### src/rtl/gfd_pkg.sv
// Constants, register map and mode types for the frequency divider counter.
// Assumes a single 10 MHz aclk domain and an AXI4-Lite register bus.
package gfd_pkg;
    // Core clock and derived timebase half periods
    localparam int unsigned CLK_HZ = 10_000_000;
    localparam int unsigned TB_1M_HZ = 1_000_000;
    localparam int unsigned TB_100K_HZ = 100_000;
    localparam int unsigned TB_10K_HZ = 10_000;
    localparam int unsigned TB_1K_HZ = 1_000;
    localparam int unsigned TB_100_HZ = 100;
    localparam int unsigned TB_20M_HZ = 20_000_000;
    localparam int unsigned TB_1M_HALF = CLK_HZ / (2 * TB_1M_HZ);
    localparam int unsigned TB_100K_HALF = CLK_HZ / (2 * TB_100K_HZ);
    localparam int unsigned TB_10K_HALF = CLK_HZ / (2 * TB_10K_HZ);
    localparam int unsigned TB_1K_HALF = CLK_HZ / (2 * TB_1K_HZ);
    localparam int unsigned TB_100_HALF = CLK_HZ / (2 * TB_100_HZ);
    localparam int unsigned TB_NUM = 5;

    // Register byte offsets
    localparam logic [7:0] OFF_CTRL = 8'h00;
    localparam logic [7:0] OFF_CONFIG = 8'h04;
    localparam logic [7:0] OFF_RATIO = 8'h08;
    localparam logic [7:0] OFF_COUNT = 8'h0C;
    localparam logic [7:0] OFF_STATUS = 8'h10;
    localparam logic [7:0] OFF_IRQ_STAT = 8'h14;
    localparam logic [7:0] OFF_IRQ_MASK = 8'h18;

    // Field positions
    localparam int unsigned CTRL_RUN_BIT = 0;
    localparam int unsigned CTRL_HALT_BIT = 1;
    localparam int unsigned CFG_CLK_LSB = 0;
    localparam int unsigned CFG_EDGE_BIT = 4;
    localparam int unsigned CFG_GATE_LSB = 8;
    localparam int unsigned CFG_STYLE_LSB = 12;
    localparam int unsigned STAT_OUT_BIT = 2;
    localparam int unsigned STAT_ROLL_BIT = 3;
    localparam int unsigned CNT_ROLL_BIT = 31;
    localparam int unsigned IRQ_TC_BIT = 0;
    localparam int unsigned IRQ_START_BIT = 1;
    localparam int unsigned IRQ_W = 2;

    // Reset values
    localparam logic [31:0] CFG_RST = 32'h0000_0000;
    localparam logic [31:0] RATIO_RST = 32'h0000_0002;
    localparam logic [IRQ_W-1:0] IRQ_RST = 2'h0;

    // AXI responses
    localparam logic [1:0] RESP_OKAY = 2'h0;
    localparam logic [1:0] RESP_SLVERR = 2'h2;

    typedef enum logic [2:0] {
        CLK_PIN, CLK_1M, CLK_100K, CLK_10K, CLK_1K, CLK_100, CLK_20M,
        CLK_100K_B
    } gfd_clk_t;
    typedef enum logic [2:0] {
        GATE_FREE, GATE_HIGH, GATE_LOW, GATE_RISE, GATE_FALL
    } gfd_gate_t;
    typedef enum logic [1:0] {
        STY_HIGH_PULSE, STY_LOW_PULSE, STY_HIGH_TOGGLE, STY_LOW_TOGGLE
    } gfd_style_t;
    typedef enum logic [1:0] {ST_IDLE, ST_ARMED, ST_COUNT} gfd_state_t;
endpackage

### src/rtl/gfd_divider.sv
// Gated frequency divider counter with AXI4-Lite registers.
// Assumes src_pin and gate_pin are asynchronous and slower than aclk/2.
`timescale 1ns/100ps
`default_nettype none
module gfd_divider #(
    parameter int unsigned CNT_W = 24,
    parameter int unsigned AXI_AW = 8,
    parameter int unsigned TB_1K_HALF = gfd_pkg::TB_1K_HALF,
    parameter int unsigned TB_100_HALF = gfd_pkg::TB_100_HALF
) (
    input wire logic aclk,
    input wire logic aresetn,
    input wire logic src_pin,
    input wire logic gate_pin,
    output logic count_out,
    output logic irq,
    input wire logic [AXI_AW-1:0] s_axi_awaddr,
    input wire logic s_axi_awvalid,
    output logic s_axi_awready,
    input wire logic [31:0] s_axi_wdata,
    input wire logic [3:0] s_axi_wstrb,
    input wire logic s_axi_wvalid,
    output logic s_axi_wready,
    output logic [1:0] s_axi_bresp,
    output logic s_axi_bvalid,
    input wire logic s_axi_bready,
    input wire logic [AXI_AW-1:0] s_axi_araddr,
    input wire logic s_axi_arvalid,
    output logic s_axi_arready,
    output logic [31:0] s_axi_rdata,
    output logic [1:0] s_axi_rresp,
    output logic s_axi_rvalid,
    input wire logic s_axi_rready
);
    import gfd_pkg::*;

    localparam int unsigned HALVES [TB_NUM] = '{TB_1M_HALF, TB_100K_HALF,
        TB_10K_HALF, TB_1K_HALF, TB_100_HALF};
    localparam logic [CNT_W-1:0] ONE = CNT_W'(1);

    logic src_s1, src_s2, gate_s1, gate_s2;
    logic [TB_NUM-1:0] tb_wave;
    logic sig, ev, gate_ok, tc, inactive, is_pulse, cmd;
    logic run_cmd, halt_cmd, wr_go, rd_go, rd_count;
    logic [CNT_W-1:0] ratio_eff;
    gfd_clk_t clk_sel;
    gfd_gate_t gate_sel;
    gfd_style_t style;
    gfd_state_t st_q, st_d;
    logic [CNT_W-1:0] cnt_q, cnt_d;
    logic out_q, out_d, pulse_q, pulse_d, sig_q, gate_q, start_ev;
    logic [31:0] cfg_q, cfg_d, ratio_q, ratio_d, rdata_d;
    logic [IRQ_W-1:0] ist_q, ist_d, imask_q, imask_d;
    logic rolled_q, rolled_d, irq_q, irq_d;
    logic awready_q, awready_d, bvalid_q, bvalid_d, arready_q, arready_d;
    logic rvalid_q, rvalid_d;
    logic [1:0] bresp_q, bresp_d, rresp_q, rresp_d;
    logic [31:0] rdata_q;

    // Pins pass two flops; gate is driven by the host in gated modes
    always_ff @(posedge aclk) begin
        if (!aresetn) begin
            {src_s1, src_s2, gate_s1, gate_s2} <= 4'h0;
        end else begin
            src_s1 <= src_pin;
            src_s2 <= src_s1;
            gate_s1 <= gate_pin;
            gate_s2 <= gate_s1;
        end
    end

    // One square wave per timebase rate
    for (genvar i = 0; i < TB_NUM; i++) begin : g_tb
        gfd_timebase #(
            .HALF(HALVES[i])
        ) u_tb (
            .aclk(aclk),
            .aresetn(aresetn),
            .wave(tb_wave[i])
        );
    end

    assign clk_sel = gfd_clk_t'(cfg_q[CFG_CLK_LSB +: 3]);
    assign gate_sel = gfd_gate_t'(cfg_q[CFG_GATE_LSB +: 3]);
    assign style = gfd_style_t'(cfg_q[CFG_STYLE_LSB +: 2]);
    assign inactive = (style == STY_LOW_PULSE) || (style == STY_LOW_TOGGLE);
    assign is_pulse = (style == STY_HIGH_PULSE) || (style == STY_LOW_PULSE);
    // Ratio of zero would reach terminal count on each edge like one, so treat it as one
    assign ratio_eff = (ratio_q[CNT_W-1:0] == '0) ? ONE : ratio_q[CNT_W-1:0];

    // Counting signal mux
    always_comb begin
        unique case (clk_sel)
            CLK_PIN: sig = src_s2;
            CLK_1M: sig = tb_wave[0];
            CLK_100K, CLK_100K_B: sig = tb_wave[1];
            CLK_10K: sig = tb_wave[2];
            CLK_1K: sig = tb_wave[3];
            CLK_100: sig = tb_wave[4];
            CLK_20M: sig = 1'b0;
        endcase
    end

    // Edge select; 20 MHz exceeds aclk, so it counts every aclk cycle
    always_comb begin
        if (clk_sel == CLK_20M) begin
            ev = 1'b1;
        end else if (cfg_q[CFG_EDGE_BIT]) begin
            ev = sig_q && !sig;
        end else begin
            ev = !sig_q && sig;
        end
    end

    // Gate qualification for level modes
    always_comb begin
        unique case (gate_sel)
            GATE_HIGH: gate_ok = gate_s2;
            GATE_LOW: gate_ok = !gate_s2;
            default: gate_ok = 1'b1;
        endcase
        start_ev = (gate_sel == GATE_FALL) ? (gate_q && !gate_s2)
                                           : (!gate_q && gate_s2);
    end

    assign tc = (st_q == ST_COUNT) && ev && gate_ok && (cnt_q <= ONE);
    assign cmd = run_cmd || halt_cmd;

    // Counter core next state
    always_comb begin
        st_d = st_q;
        cnt_d = cnt_q;
        out_d = out_q;
        pulse_d = pulse_q;
        if (halt_cmd) begin
            st_d = ST_IDLE;
            pulse_d = 1'b0;
        end else if (run_cmd) begin
            cnt_d = ratio_eff;
            out_d = inactive;
            pulse_d = 1'b0;
            if (gate_sel == GATE_RISE || gate_sel == GATE_FALL) begin
                st_d = ST_ARMED;
            end else begin
                st_d = ST_COUNT;
            end
        end else begin
            unique case (st_q)
                ST_IDLE: st_d = ST_IDLE;
                ST_ARMED: begin
                    if (start_ev) begin
                        st_d = ST_COUNT;
                    end
                end
                ST_COUNT: begin
                    // Strobe lasts exactly one counting period
                    if (ev && pulse_q) begin
                        out_d = inactive;
                        pulse_d = 1'b0;
                    end
                    if (tc) begin
                        cnt_d = ratio_eff;
                        if (is_pulse) begin
                            out_d = !inactive;
                            pulse_d = 1'b1;
                        end else begin
                            out_d = !out_q;
                        end
                    end else if (ev && gate_ok) begin
                        cnt_d = cnt_q - ONE;
                    end
                end
            endcase
        end
    end

    always_ff @(posedge aclk) begin
        if (!aresetn) begin
            st_q <= ST_IDLE;
            cnt_q <= '0;
            out_q <= 1'b0;
            pulse_q <= 1'b0;
            sig_q <= 1'b0;
            gate_q <= 1'b0;
        end else begin
            st_q <= st_d;
            cnt_q <= cnt_d;
            out_q <= out_d;
            pulse_q <= pulse_d;
            sig_q <= sig;
            gate_q <= gate_s2;
        end
    end

    // Byte lane merge for writable registers
    function automatic logic [31:0] merge(input logic [31:0] old,
                                          input logic [31:0] nw,
                                          input logic [3:0] strb);
        logic [31:0] r;
        r = old;
        for (int b = 0; b < 4; b++) begin
            if (strb[b]) begin
                r[b*8 +: 8] = nw[b*8 +: 8];
            end
        end
        return r;
    endfunction

    // Write taken on the cycle awready is high; both channels arrive together
    assign wr_go = awready_q && s_axi_awvalid && s_axi_wvalid;
    assign rd_go = arready_q && s_axi_arvalid;
    assign rd_count = rd_go && (s_axi_araddr == OFF_COUNT);
    assign run_cmd = wr_go && (s_axi_awaddr == OFF_CTRL) && s_axi_wstrb[0]
                     && s_axi_wdata[CTRL_RUN_BIT];
    assign halt_cmd = wr_go && (s_axi_awaddr == OFF_CTRL) && s_axi_wstrb[0]
                      && s_axi_wdata[CTRL_HALT_BIT];

    // Register file, bus handshakes and interrupt next state
    always_comb begin
        cfg_d = cfg_q;
        ratio_d = ratio_q;
        imask_d = imask_q;
        awready_d = !awready_q && !bvalid_q && s_axi_awvalid && s_axi_wvalid;
        bvalid_d = bvalid_q && !s_axi_bready;
        bresp_d = bresp_q;
        arready_d = !arready_q && !rvalid_q && s_axi_arvalid;
        rvalid_d = rvalid_q && !s_axi_rready;
        rresp_d = rresp_q;
        rdata_d = rdata_q;
        ist_d = ist_q;
        if (wr_go) begin
            bvalid_d = 1'b1;
            bresp_d = RESP_OKAY;
            unique case (s_axi_awaddr)
                OFF_CTRL, OFF_COUNT, OFF_STATUS: ;
                OFF_CONFIG: cfg_d = merge(cfg_q, s_axi_wdata, s_axi_wstrb);
                OFF_RATIO: ratio_d = merge(ratio_q, s_axi_wdata, s_axi_wstrb);
                OFF_IRQ_STAT: if (s_axi_wstrb[0]) begin
                    ist_d = ist_q & ~s_axi_wdata[IRQ_W-1:0];
                end
                OFF_IRQ_MASK: if (s_axi_wstrb[0]) begin
                    imask_d = s_axi_wdata[IRQ_W-1:0];
                end
                default: bresp_d = RESP_SLVERR;
            endcase
        end
        // Events set after the clear so a same-cycle event survives
        ist_d[IRQ_TC_BIT] = ist_d[IRQ_TC_BIT] | tc;
        ist_d[IRQ_START_BIT] = ist_d[IRQ_START_BIT] |
                               ((st_q == ST_ARMED) && st_d == ST_COUNT);
        // Read of COUNT samples it; roll flag set wins over clear
        rolled_d = (rolled_q && !rd_count) || tc;
        if (rd_go) begin
            rvalid_d = 1'b1;
            rresp_d = RESP_OKAY;
            rdata_d = '0;
            unique case (s_axi_araddr)
                OFF_CTRL: ;
                OFF_CONFIG: rdata_d = cfg_q;
                OFF_RATIO: rdata_d[CNT_W-1:0] = ratio_q[CNT_W-1:0];
                OFF_COUNT: begin
                    rdata_d[CNT_W-1:0] = cnt_q;
                    rdata_d[CNT_ROLL_BIT] = rolled_q;
                end
                OFF_STATUS: begin
                    rdata_d[1:0] = st_q;
                    rdata_d[STAT_OUT_BIT] = out_q;
                    rdata_d[STAT_ROLL_BIT] = rolled_q;
                end
                OFF_IRQ_STAT: rdata_d[IRQ_W-1:0] = ist_q;
                OFF_IRQ_MASK: rdata_d[IRQ_W-1:0] = imask_q;
                default: rresp_d = RESP_SLVERR;
            endcase
        end
        irq_d = |(ist_d & imask_d);
    end

    always_ff @(posedge aclk) begin
        if (!aresetn) begin
            cfg_q <= CFG_RST;
            ratio_q <= RATIO_RST;
            ist_q <= IRQ_RST;
            imask_q <= IRQ_RST;
            rolled_q <= 1'b0;
            irq_q <= 1'b0;
            awready_q <= 1'b0;
            bvalid_q <= 1'b0;
            bresp_q <= RESP_OKAY;
            arready_q <= 1'b0;
            rvalid_q <= 1'b0;
            rresp_q <= RESP_OKAY;
            rdata_q <= '0;
        end else begin
            cfg_q <= cfg_d;
            ratio_q <= ratio_d;
            ist_q <= ist_d;
            imask_q <= imask_d;
            rolled_q <= rolled_d;
            irq_q <= irq_d;
            awready_q <= awready_d;
            bvalid_q <= bvalid_d;
            bresp_q <= bresp_d;
            arready_q <= arready_d;
            rvalid_q <= rvalid_d;
            rresp_q <= rresp_d;
            rdata_q <= rdata_d;
        end
    end

    assign count_out = out_q;
    assign irq = irq_q;
    assign s_axi_awready = awready_q;
    assign s_axi_wready = awready_q;
    assign s_axi_bvalid = bvalid_q;
    assign s_axi_bresp = bresp_q;
    assign s_axi_arready = arready_q;
    assign s_axi_rvalid = rvalid_q;
    assign s_axi_rresp = rresp_q;
    assign s_axi_rdata = rdata_q;
endmodule
`default_nettype wire

### src/rtl/gfd_timebase.sv
// Square wave timebase: toggles every HALF aclk cycles.
// Assumes HALF >= 1; runs freely from reset.
`timescale 1ns/100ps
`default_nettype none
module gfd_timebase #(
    parameter int unsigned HALF = 5
) (
    input wire logic aclk,
    input wire logic aresetn,
    output logic wave
);
    localparam int unsigned CW = $clog2(HALF + 1);
    localparam logic [CW-1:0] LAST = CW'(HALF - 1);
    logic [CW-1:0] cnt_q;
    logic [CW-1:0] cnt_d;
    logic wave_q;
    logic wave_d;

    // Half period counter
    always_comb begin
        cnt_d = cnt_q + CW'(1);
        wave_d = wave_q;
        if (cnt_q == LAST) begin
            cnt_d = '0;
            wave_d = ~wave_q;
        end
    end

    always_ff @(posedge aclk) begin
        if (!aresetn) begin
            cnt_q <= '0;
            wave_q <= 1'b0;
        end else begin
            cnt_q <= cnt_d;
            wave_q <= wave_d;
        end
    end

    assign wave = wave_q;
endmodule
`default_nettype wire

### config.mk
export PLATFORM = sky130hd
export DESIGN_NAME = gfd_divider
export DESIGN_NICKNAME = d
export VERILOG_FILES = /design/src/rtl/gfd_pkg.sv /design/src/rtl/gfd_divider.sv /design/src/rtl/gfd_timebase.sv
export SDC_FILE = /design/constraint.sdc
export NUM_CORES = 1
export LEC_CHECK = 0
export ABC_CLOCK_PERIOD_IN_PS = 2230
export CORE_MARGIN = 4
export CORE_UTILIZATION = 35
export DETAILED_ROUTE_END_ITERATION = 12
export DONT_BUFFER_PORTS = 1
export PLACE_DENSITY = 0.59
export SLEW_MARGIN = 20
export SYNTH_ARGS = -nofsm -noshare
export SYNTH_HDL_FRONTEND = slang
export SYNTH_SLANG_ARGS = --single-unit
export TNS_END_PERCENT = 30
### constraint.sdc
create_clock -name aclk -period 2.23 [get_ports aclk]
set_input_delay 0.223 -clock aclk [delete_from_list [all_inputs] [get_ports aclk]]
set_output_delay 0.223 -clock aclk [all_outputs]
set_load 0.02 [all_outputs]
After elaboration in Yosys (flattened, before gate mapping)
Index checks and enable logic that the tools add are counted.
- flip-flop bits (word level): 188
- input bits: 61
- word-level logic and storage cells: 199
- add/subtract/negate cells: 6
- $lt $le $gt $ge: 1
- eq/ne operators: 33
- muxes and demuxes: 38
- bitwise gates (word level): 12
- reduce and logical (&&, ||, !) cells: 71
- operator list (operator ; number):
    2-to-1 mux 24 bit ; 5
    one-hot mux 20 bit (3 select lines) ; 1
    == test 8 x 5 -> 1 bit, second input constant ; 6
    == test 8 x 4 -> 1 bit, second input constant ; 4
    AND reduction 3 bit ; 9
    logical AND 1 bit ; 26
    less-or-equal comparator 24 x 1 -> 1 bit, second input constant ; 1
    zero test 24 bit ; 1
    2-to-1 mux 2 bit ; 12
    subtractor 24 x 1 -> 24 bit, second input constant ; 1
    == test 3 bit, second input constant ; 6
    adder 16 x 1 -> 16 bit, second input constant ; 1
    == test 16 bit, second input constant ; 1
    == test 8 x 3 -> 1 bit, second input constant ; 2
    zero test 8 bit ; 2
    OR reduction 2 bit ; 7
    OR reduction 7 bit ; 2
    adder 13 x 1 -> 13 bit, second input constant ; 1
    == test 13 bit, second input constant ; 1
    zero test 1 bit ; 13
    2-to-1 mux 1 bit ; 13
    == test 3 x 2 -> 1 bit, second input constant ; 4
    one-hot mux 2 bit (6 select lines) ; 1
    adder 9 x 1 -> 9 bit, second input constant ; 1
    other kinds (22) ; 40

Longest topological paths before layout
- depth after elaboration: 13
- depth in mapped cells: 11

Cells and area by module
A second synthesis with hierarchy kept.
- cell total of the unflattened synthesis: 1021
- area total of the unflattened synthesis: 8901.0 um^2
- modules (own cells, without submodules) (module ; instances ; cells each ; area each (um^2) ; seq. area each (um^2)):
    gfd_divider ; 1 ; 778 ; 6628.9 ; 2682.6
    gfd_timebase (g_tb[4].u_tb) ; 1 ; 82 ; 755.7 ; 340.3
    gfd_timebase (g_tb[3].u_tb) ; 1 ; 66 ; 596.8 ; 280.3
    gfd_timebase (g_tb[2].u_tb) ; 1 ; 47 ; 451.7 ; 200.2
    gfd_timebase (g_tb[1].u_tb) ; 1 ; 30 ; 295.3 ; 140.1
    gfd_timebase (g_tb[0].u_tb) ; 1 ; 18 ; 172.7 ; 80.1

Least setup slack after synthesis
Ideal clock, no wire load.
- kind: reg-to-reg
- start point: register awready_q (netlist: s_axi_awready)
- end point: register cnt_q[0]
- library setup time: 67 ps
- arrival time: 2283 ps
- setup slack: -120 ps
- cell stages (with the launch flop): 10
- path buffers: 2
- clock period less this slack: 2350 ps
- path through: dfxtp_1 > or4b_1 > nor4_1 > and3b_1 > a31oi_2 > buf_6 > buf_6 > a21oi_2 > o21ai_1 > a21oi_2
- cells in the longest elaborated chain, start to end: 7
- elaborated cells between the ends (all ways): 11
- classes of those cells: mux: 1; bitwise: 1; reduce/logical: 9
- ends and longest elaborated chain (what ; line ; source):
    start: declaration ; gfd_divider.sv:55 ; logic awready_q, awready_d, bvalid_q, bvalid_d, arready_q, arready_d;
    start signal: assignment ; gfd_divider.sv:300 ; awready_q <= awready_d;
    logical AND 1 bit (*) (2 in a row) ; gfd_divider.sv:210 ; assign wr_go = awready_q && s_axi_awvalid && s_axi_wvalid;
    logical AND 1 bit (*) (2 in a row) ; gfd_divider.sv:213, gfd_divider.sv:215 ;
    logical AND 1 bit (on tied branches) ; gfd_divider.sv:214, gfd_divider.sv:216 ;
    nonzero test 3 bit (no line), or another cell as far along ; - ;
    AND reduction 3 bit (no line) ; - ;
    end signal: assignment ; gfd_divider.sv:187 ; cnt_q <= cnt_d;
    end: declaration ; gfd_divider.sv:50 ; logic [CNT_W-1:0] cnt_q, cnt_d;
Every way passes the cells marked *; elsewhere a longest branch is shown, timed or not.
A chain may end at the register's enable or synchronous reset.

Worst setup path in the final report
- start point: register cfg_q[1]
- end point: register cnt_q[20]
- cells in the longest elaborated chain, start to end: 13
- elaborated cells between the ends (all ways): 24
- classes of those cells: eq/ne: 7; mux: 6; reduce/logical: 11
- ends and longest elaborated chain (what ; line ; source):
    start: declaration ; gfd_divider.sv:52 ; logic [31:0] cfg_q, cfg_d, ratio_q, ratio_d, rdata_d;
    start signal: assignment ; gfd_divider.sv:294 ; cfg_q <= cfg_d;
    == test 3 x 2 -> 1 bit / == test 3 bit (equally long branches) ; gfd_divider.sv:93 ; unique case (clk_sel)
    OR reduction 2 bit ; gfd_divider.sv:93 ;
    one-hot mux 1 bit (7 select lines) ; gfd_divider.sv:93 ;
    zero test 1 bit ; gfd_divider.sv:109 ; ev = sig_q && !sig;
    logical AND 1 bit ; gfd_divider.sv:109 ;
    2-to-1 mux 1 bit ; gfd_divider.sv:108 ; end else if (cfg_q[CFG_EDGE_BIT]) begin
    2-to-1 mux 1 bit (*) ; gfd_divider.sv:106 ; if (clk_sel == CLK_20M) begin
    logical AND 1 bit (3 in a row) ; gfd_divider.sv:126 ; assign tc = (st_q == ST_COUNT) && ev && gate_ok && (cnt_q <= ONE);
    2-to-1 mux 24 bit ; gfd_divider.sv:161 ; if (tc) begin
    2-to-1 mux 24 bit ; gfd_divider.sv:148 ; unique case (st_q)
    2-to-1 mux 24 bit ; gfd_divider.sv:138 ; end else if (run_cmd) begin
Every way passes the cells marked *; elsewhere a longest branch is shown, timed or not. The select of a mux whose other input is x is not followed.

==> results.cfg <==
[yosys]
ys_seq_elements = 186
syn_area_um2 = 8680
ys_types = 77
syn_avg_cell_area_um2 = 8.24
synth_edf_count = 0
synth_ff_type = dfxtp_1
synthCells = 1054
yosysSeqAreaShare_pct = 42.9
ys_async_sr_fraction_pct = 0
synth-warning-count = 0

[setup_path]
critPathLaunchType = flip-flop
timing.rr.start = cfg_q[1]$_SDFFE_PN0P_
rr_worst_depth = 9
worstPathArrival_ns = 2.67
path_max_fanout = 7
worstReg2RegEnd = cnt_q[20]$_SDFFE_PN0P_
critPathRequiredTime_ns = 2.60
path_class = flip-flop to flip-flop
reg2reg_slack_ns = -0.07
end_kind = flip-flop

[floorplan]
io_pins = 104
start_util_pct = 35.6
fp.dieW_um = 165
die_h_um = 165
rows = 57
dieArea_um2 = 27400
core_area_um2 = 24400

[run_status]
status = complete, but fails checks
violations = negative hold slack, negative setup slack

[hold_path]
holdCritPathClass = input pin to flip-flop
whs_path_depth = 1
min_to = ratio_q[1]$_SDFFE_PN1P_
min_from = aresetn

[pwr]
total_power_mw = 6.68
ir_worst_vdd_mv = 0.472
p_per_area_nw_per_um2 = 594
p_leak_nw = 4.24

[cts]
cts_hold_buf = 56
cts-root-buf = clkbuf_16
insertion_delay_ns = 0.44
tritoncts = yes
numCtsBuffers = 17
htreeDepth = 4
clkTransAtPathRegs_ns = 0.07
cts.sinks = 186
clockBufferDepth = 2

[sta]
fin_skew_ns = 0.0155
post-route-period-util_pct = 103
min_period_ns = 2.30
hold_viol_final = 17
drv_slew = 0
setup-tns-final_ns = -0.579
fin_worst_hold_slack_ns = -0.112
grt_setup_unrepaired = yes
worst_slack_ns = -0.0674
setup_viol_count_final = 15
tightest_slew_ns = 0.581
max_freq_mhz = 435
relSlewSlack_pct = 60.9

[flow_run]
max_cap_viol_count = 0

[place]
placed_area_um2 = 9680
place_congestion = 0.889
port-buffer-count = 0
dp.final_hpwl_mm = 18.5

[cells_and_area]
finalNetCount = 1259
syn2layout_area_growth_pct = 29.5
diodes = 0
drive_gt1_share_pct = 19.6
fill_cells = 2318
final_cell_area_um2 = 11200

[grt]
grt_overflow = 0
antenna_found_initial = 0
grt_max_degree = 46
grt_pass1_vias = 7829
grt_usage_pct = 19.5
grt_first_pass_wirelength_mm = 42.3

[drt]
vias_per_cell = 5.28
drc_errors = 0
wirelength_mm = 26.4
route.vias.total = 8058
drt.antenna.violating_nets = 0
wl_per_cell_um = 17.3
drt_first_pass_iters = 5
drt_iter0_drc = 514
-- state kept, by name, indices dropped and copies added (netlist names), 2 cells and up --
signal and flops:
g_tb.u_tb.wave 5, cnt_q 24, ist_q 2, s_axi_rdata 32
st_q 2, g_tb.u_tb.cnt_q 47, ratio_q 24, cfg_q 32
imask_q 2
-- power breakdown --
group | switching (mW) | internal [mW]
Sequential | 0.0281 | 3.35
Clock | 1.51 | 1.50
Combinational | 0.148 | 0.145
-- cell usage after synthesis, drive strengths merged, types with 13 or more instances --
library cell	count	area (um^2)
a21oi	113	581
a22oi	32	240
and2	14	87.6
and3	18	113
buf	14	116
clkbuf	45	169
dfxtp	186	3720
inv	14	52.6
mux2	26	293
mux2i	15	150
nand2	166	623
nand3	35	175
nor2	132	503
nor3	17	90.1
nor4	21	153
o21ai	23	115
or3	13	82.6
xnor2	18	158
xor2	25	219
-- cell usage in the layout, fill, tap and decap left out, drive strengths merged, types with 8 or more instances in the layout --
cell type	instances
a21oi	113
a22oi	32
and2	14
and3	18
buf	117
clkbuf	19
clkinv	8
dfxtp	186
dlygate4sd3	56
ha	9
inv	20
mux2	26
mux2i	15
nand2	166
nand2b	10
nand3	35
nand3b	9
nand4	8
nor2	132
nor2b	9
nor3	17
nor4	21
o21ai	23
or3	13
xnor2	18
xor2	25
-- layout make-up --
type | instances | area (um^2) | share of cell area, %
Sequential cell | 186 | 3730 | 33.2
Tap cell | 324 | 405 | 3.61
Clock inverter | 14 | 156 | 1.39
Inverter | 15 | 57.6 | 0.512
Timing Repair Buffer | 174 | 1600 | 14.2
Clock buffer | 18 | 429 | 3.82
Multi-Input combinational cell | 795 | 4870 | 43.3
-- critical path, stage by stage (launching register included) --
cell and delay (ns):
dfxtp_4 0.37, or3b_4 0.38, and4b_1 0.23, or3_4 0.37
a31oi_4 0.22, buf_12 0.16, buf_4 0.15, nand2_1 0.06
a21boi_1 0.15, o21a_1 0.14
-- cells by family after synthesis --
kind of cell,count (synthesis),share of synthesized area [%]
AOI/OAI and AO/OA,222,15.9
xor gates and xnor gates,43,4.34
adders and majority gates,9,1.30
buffers and inverters,74,3.93
DFF,186,42.9
muxes,41,5.10
other,1,0.0432
and+or+nand+nor,478,26.5
-- stage by stage --
stage,utilization (%),std cells,worst slack [ns]
after detailed placement,39.7,1425,-0.327
after floorplan,-,1055,0.0204
after global routing,46.1,1526,-0.196
after global placement,39.7,1425,-0.254
after CTS,45.3,1523,-0.0703
final,46.1,1526,-0.0674
-- timing repair --
| action | in CTS | in global routing |
|---|---|---|
| pin swaps | 9 | 10 |
| gates cloned | 1 | 1 |
| endpoints found under the hold margin | 91 | 17 |
| buffers inserted | 9 | 3 |
| endpoints found under the setup margin | 25 | 30 |
| resized for setup | 32 | 40 |
-- worst max-delay path by stage --
| stage | from | end | slack, ns |
|---|---|---|---|
| floorplan | cfg_q[1]$_SDFFE_PN0P_ | cnt_q[13]$_SDFFE_PN0P_ | 0.02 |
| global placement | cfg_q[1]$_SDFFE_PN0P_ | cnt_q[16]$_SDFFE_PN0P_ | -0.25 |
| detailed placement | cfg_q[1]$_SDFFE_PN0P_ | cnt_q[20]$_SDFFE_PN0P_ | -0.33 |
| CTS | cfg_q[1]$_SDFFE_PN0P_ | cnt_q[22]$_SDFFE_PN0P_ | -0.07 |
| global route | cnt_q[4]$_SDFFE_PN0P_ | count_out$_SDFFE_PN0P_ | -0.20 |
| finish | cfg_q[1]$_SDFFE_PN0P_ | cnt_q[20]$_SDFFE_PN0P_ | -0.07 |
-- routing by layer --
layer	global-route usage, %	vias to the layer above	wire [um]
met3	4.19	48	1760
met1	26.3	3770	11800
li1	-	3956	-
met5	0	-	0
met2	31.2	284	12300
met4	6.37	0	646
Power figures use the tool's default switching activity.
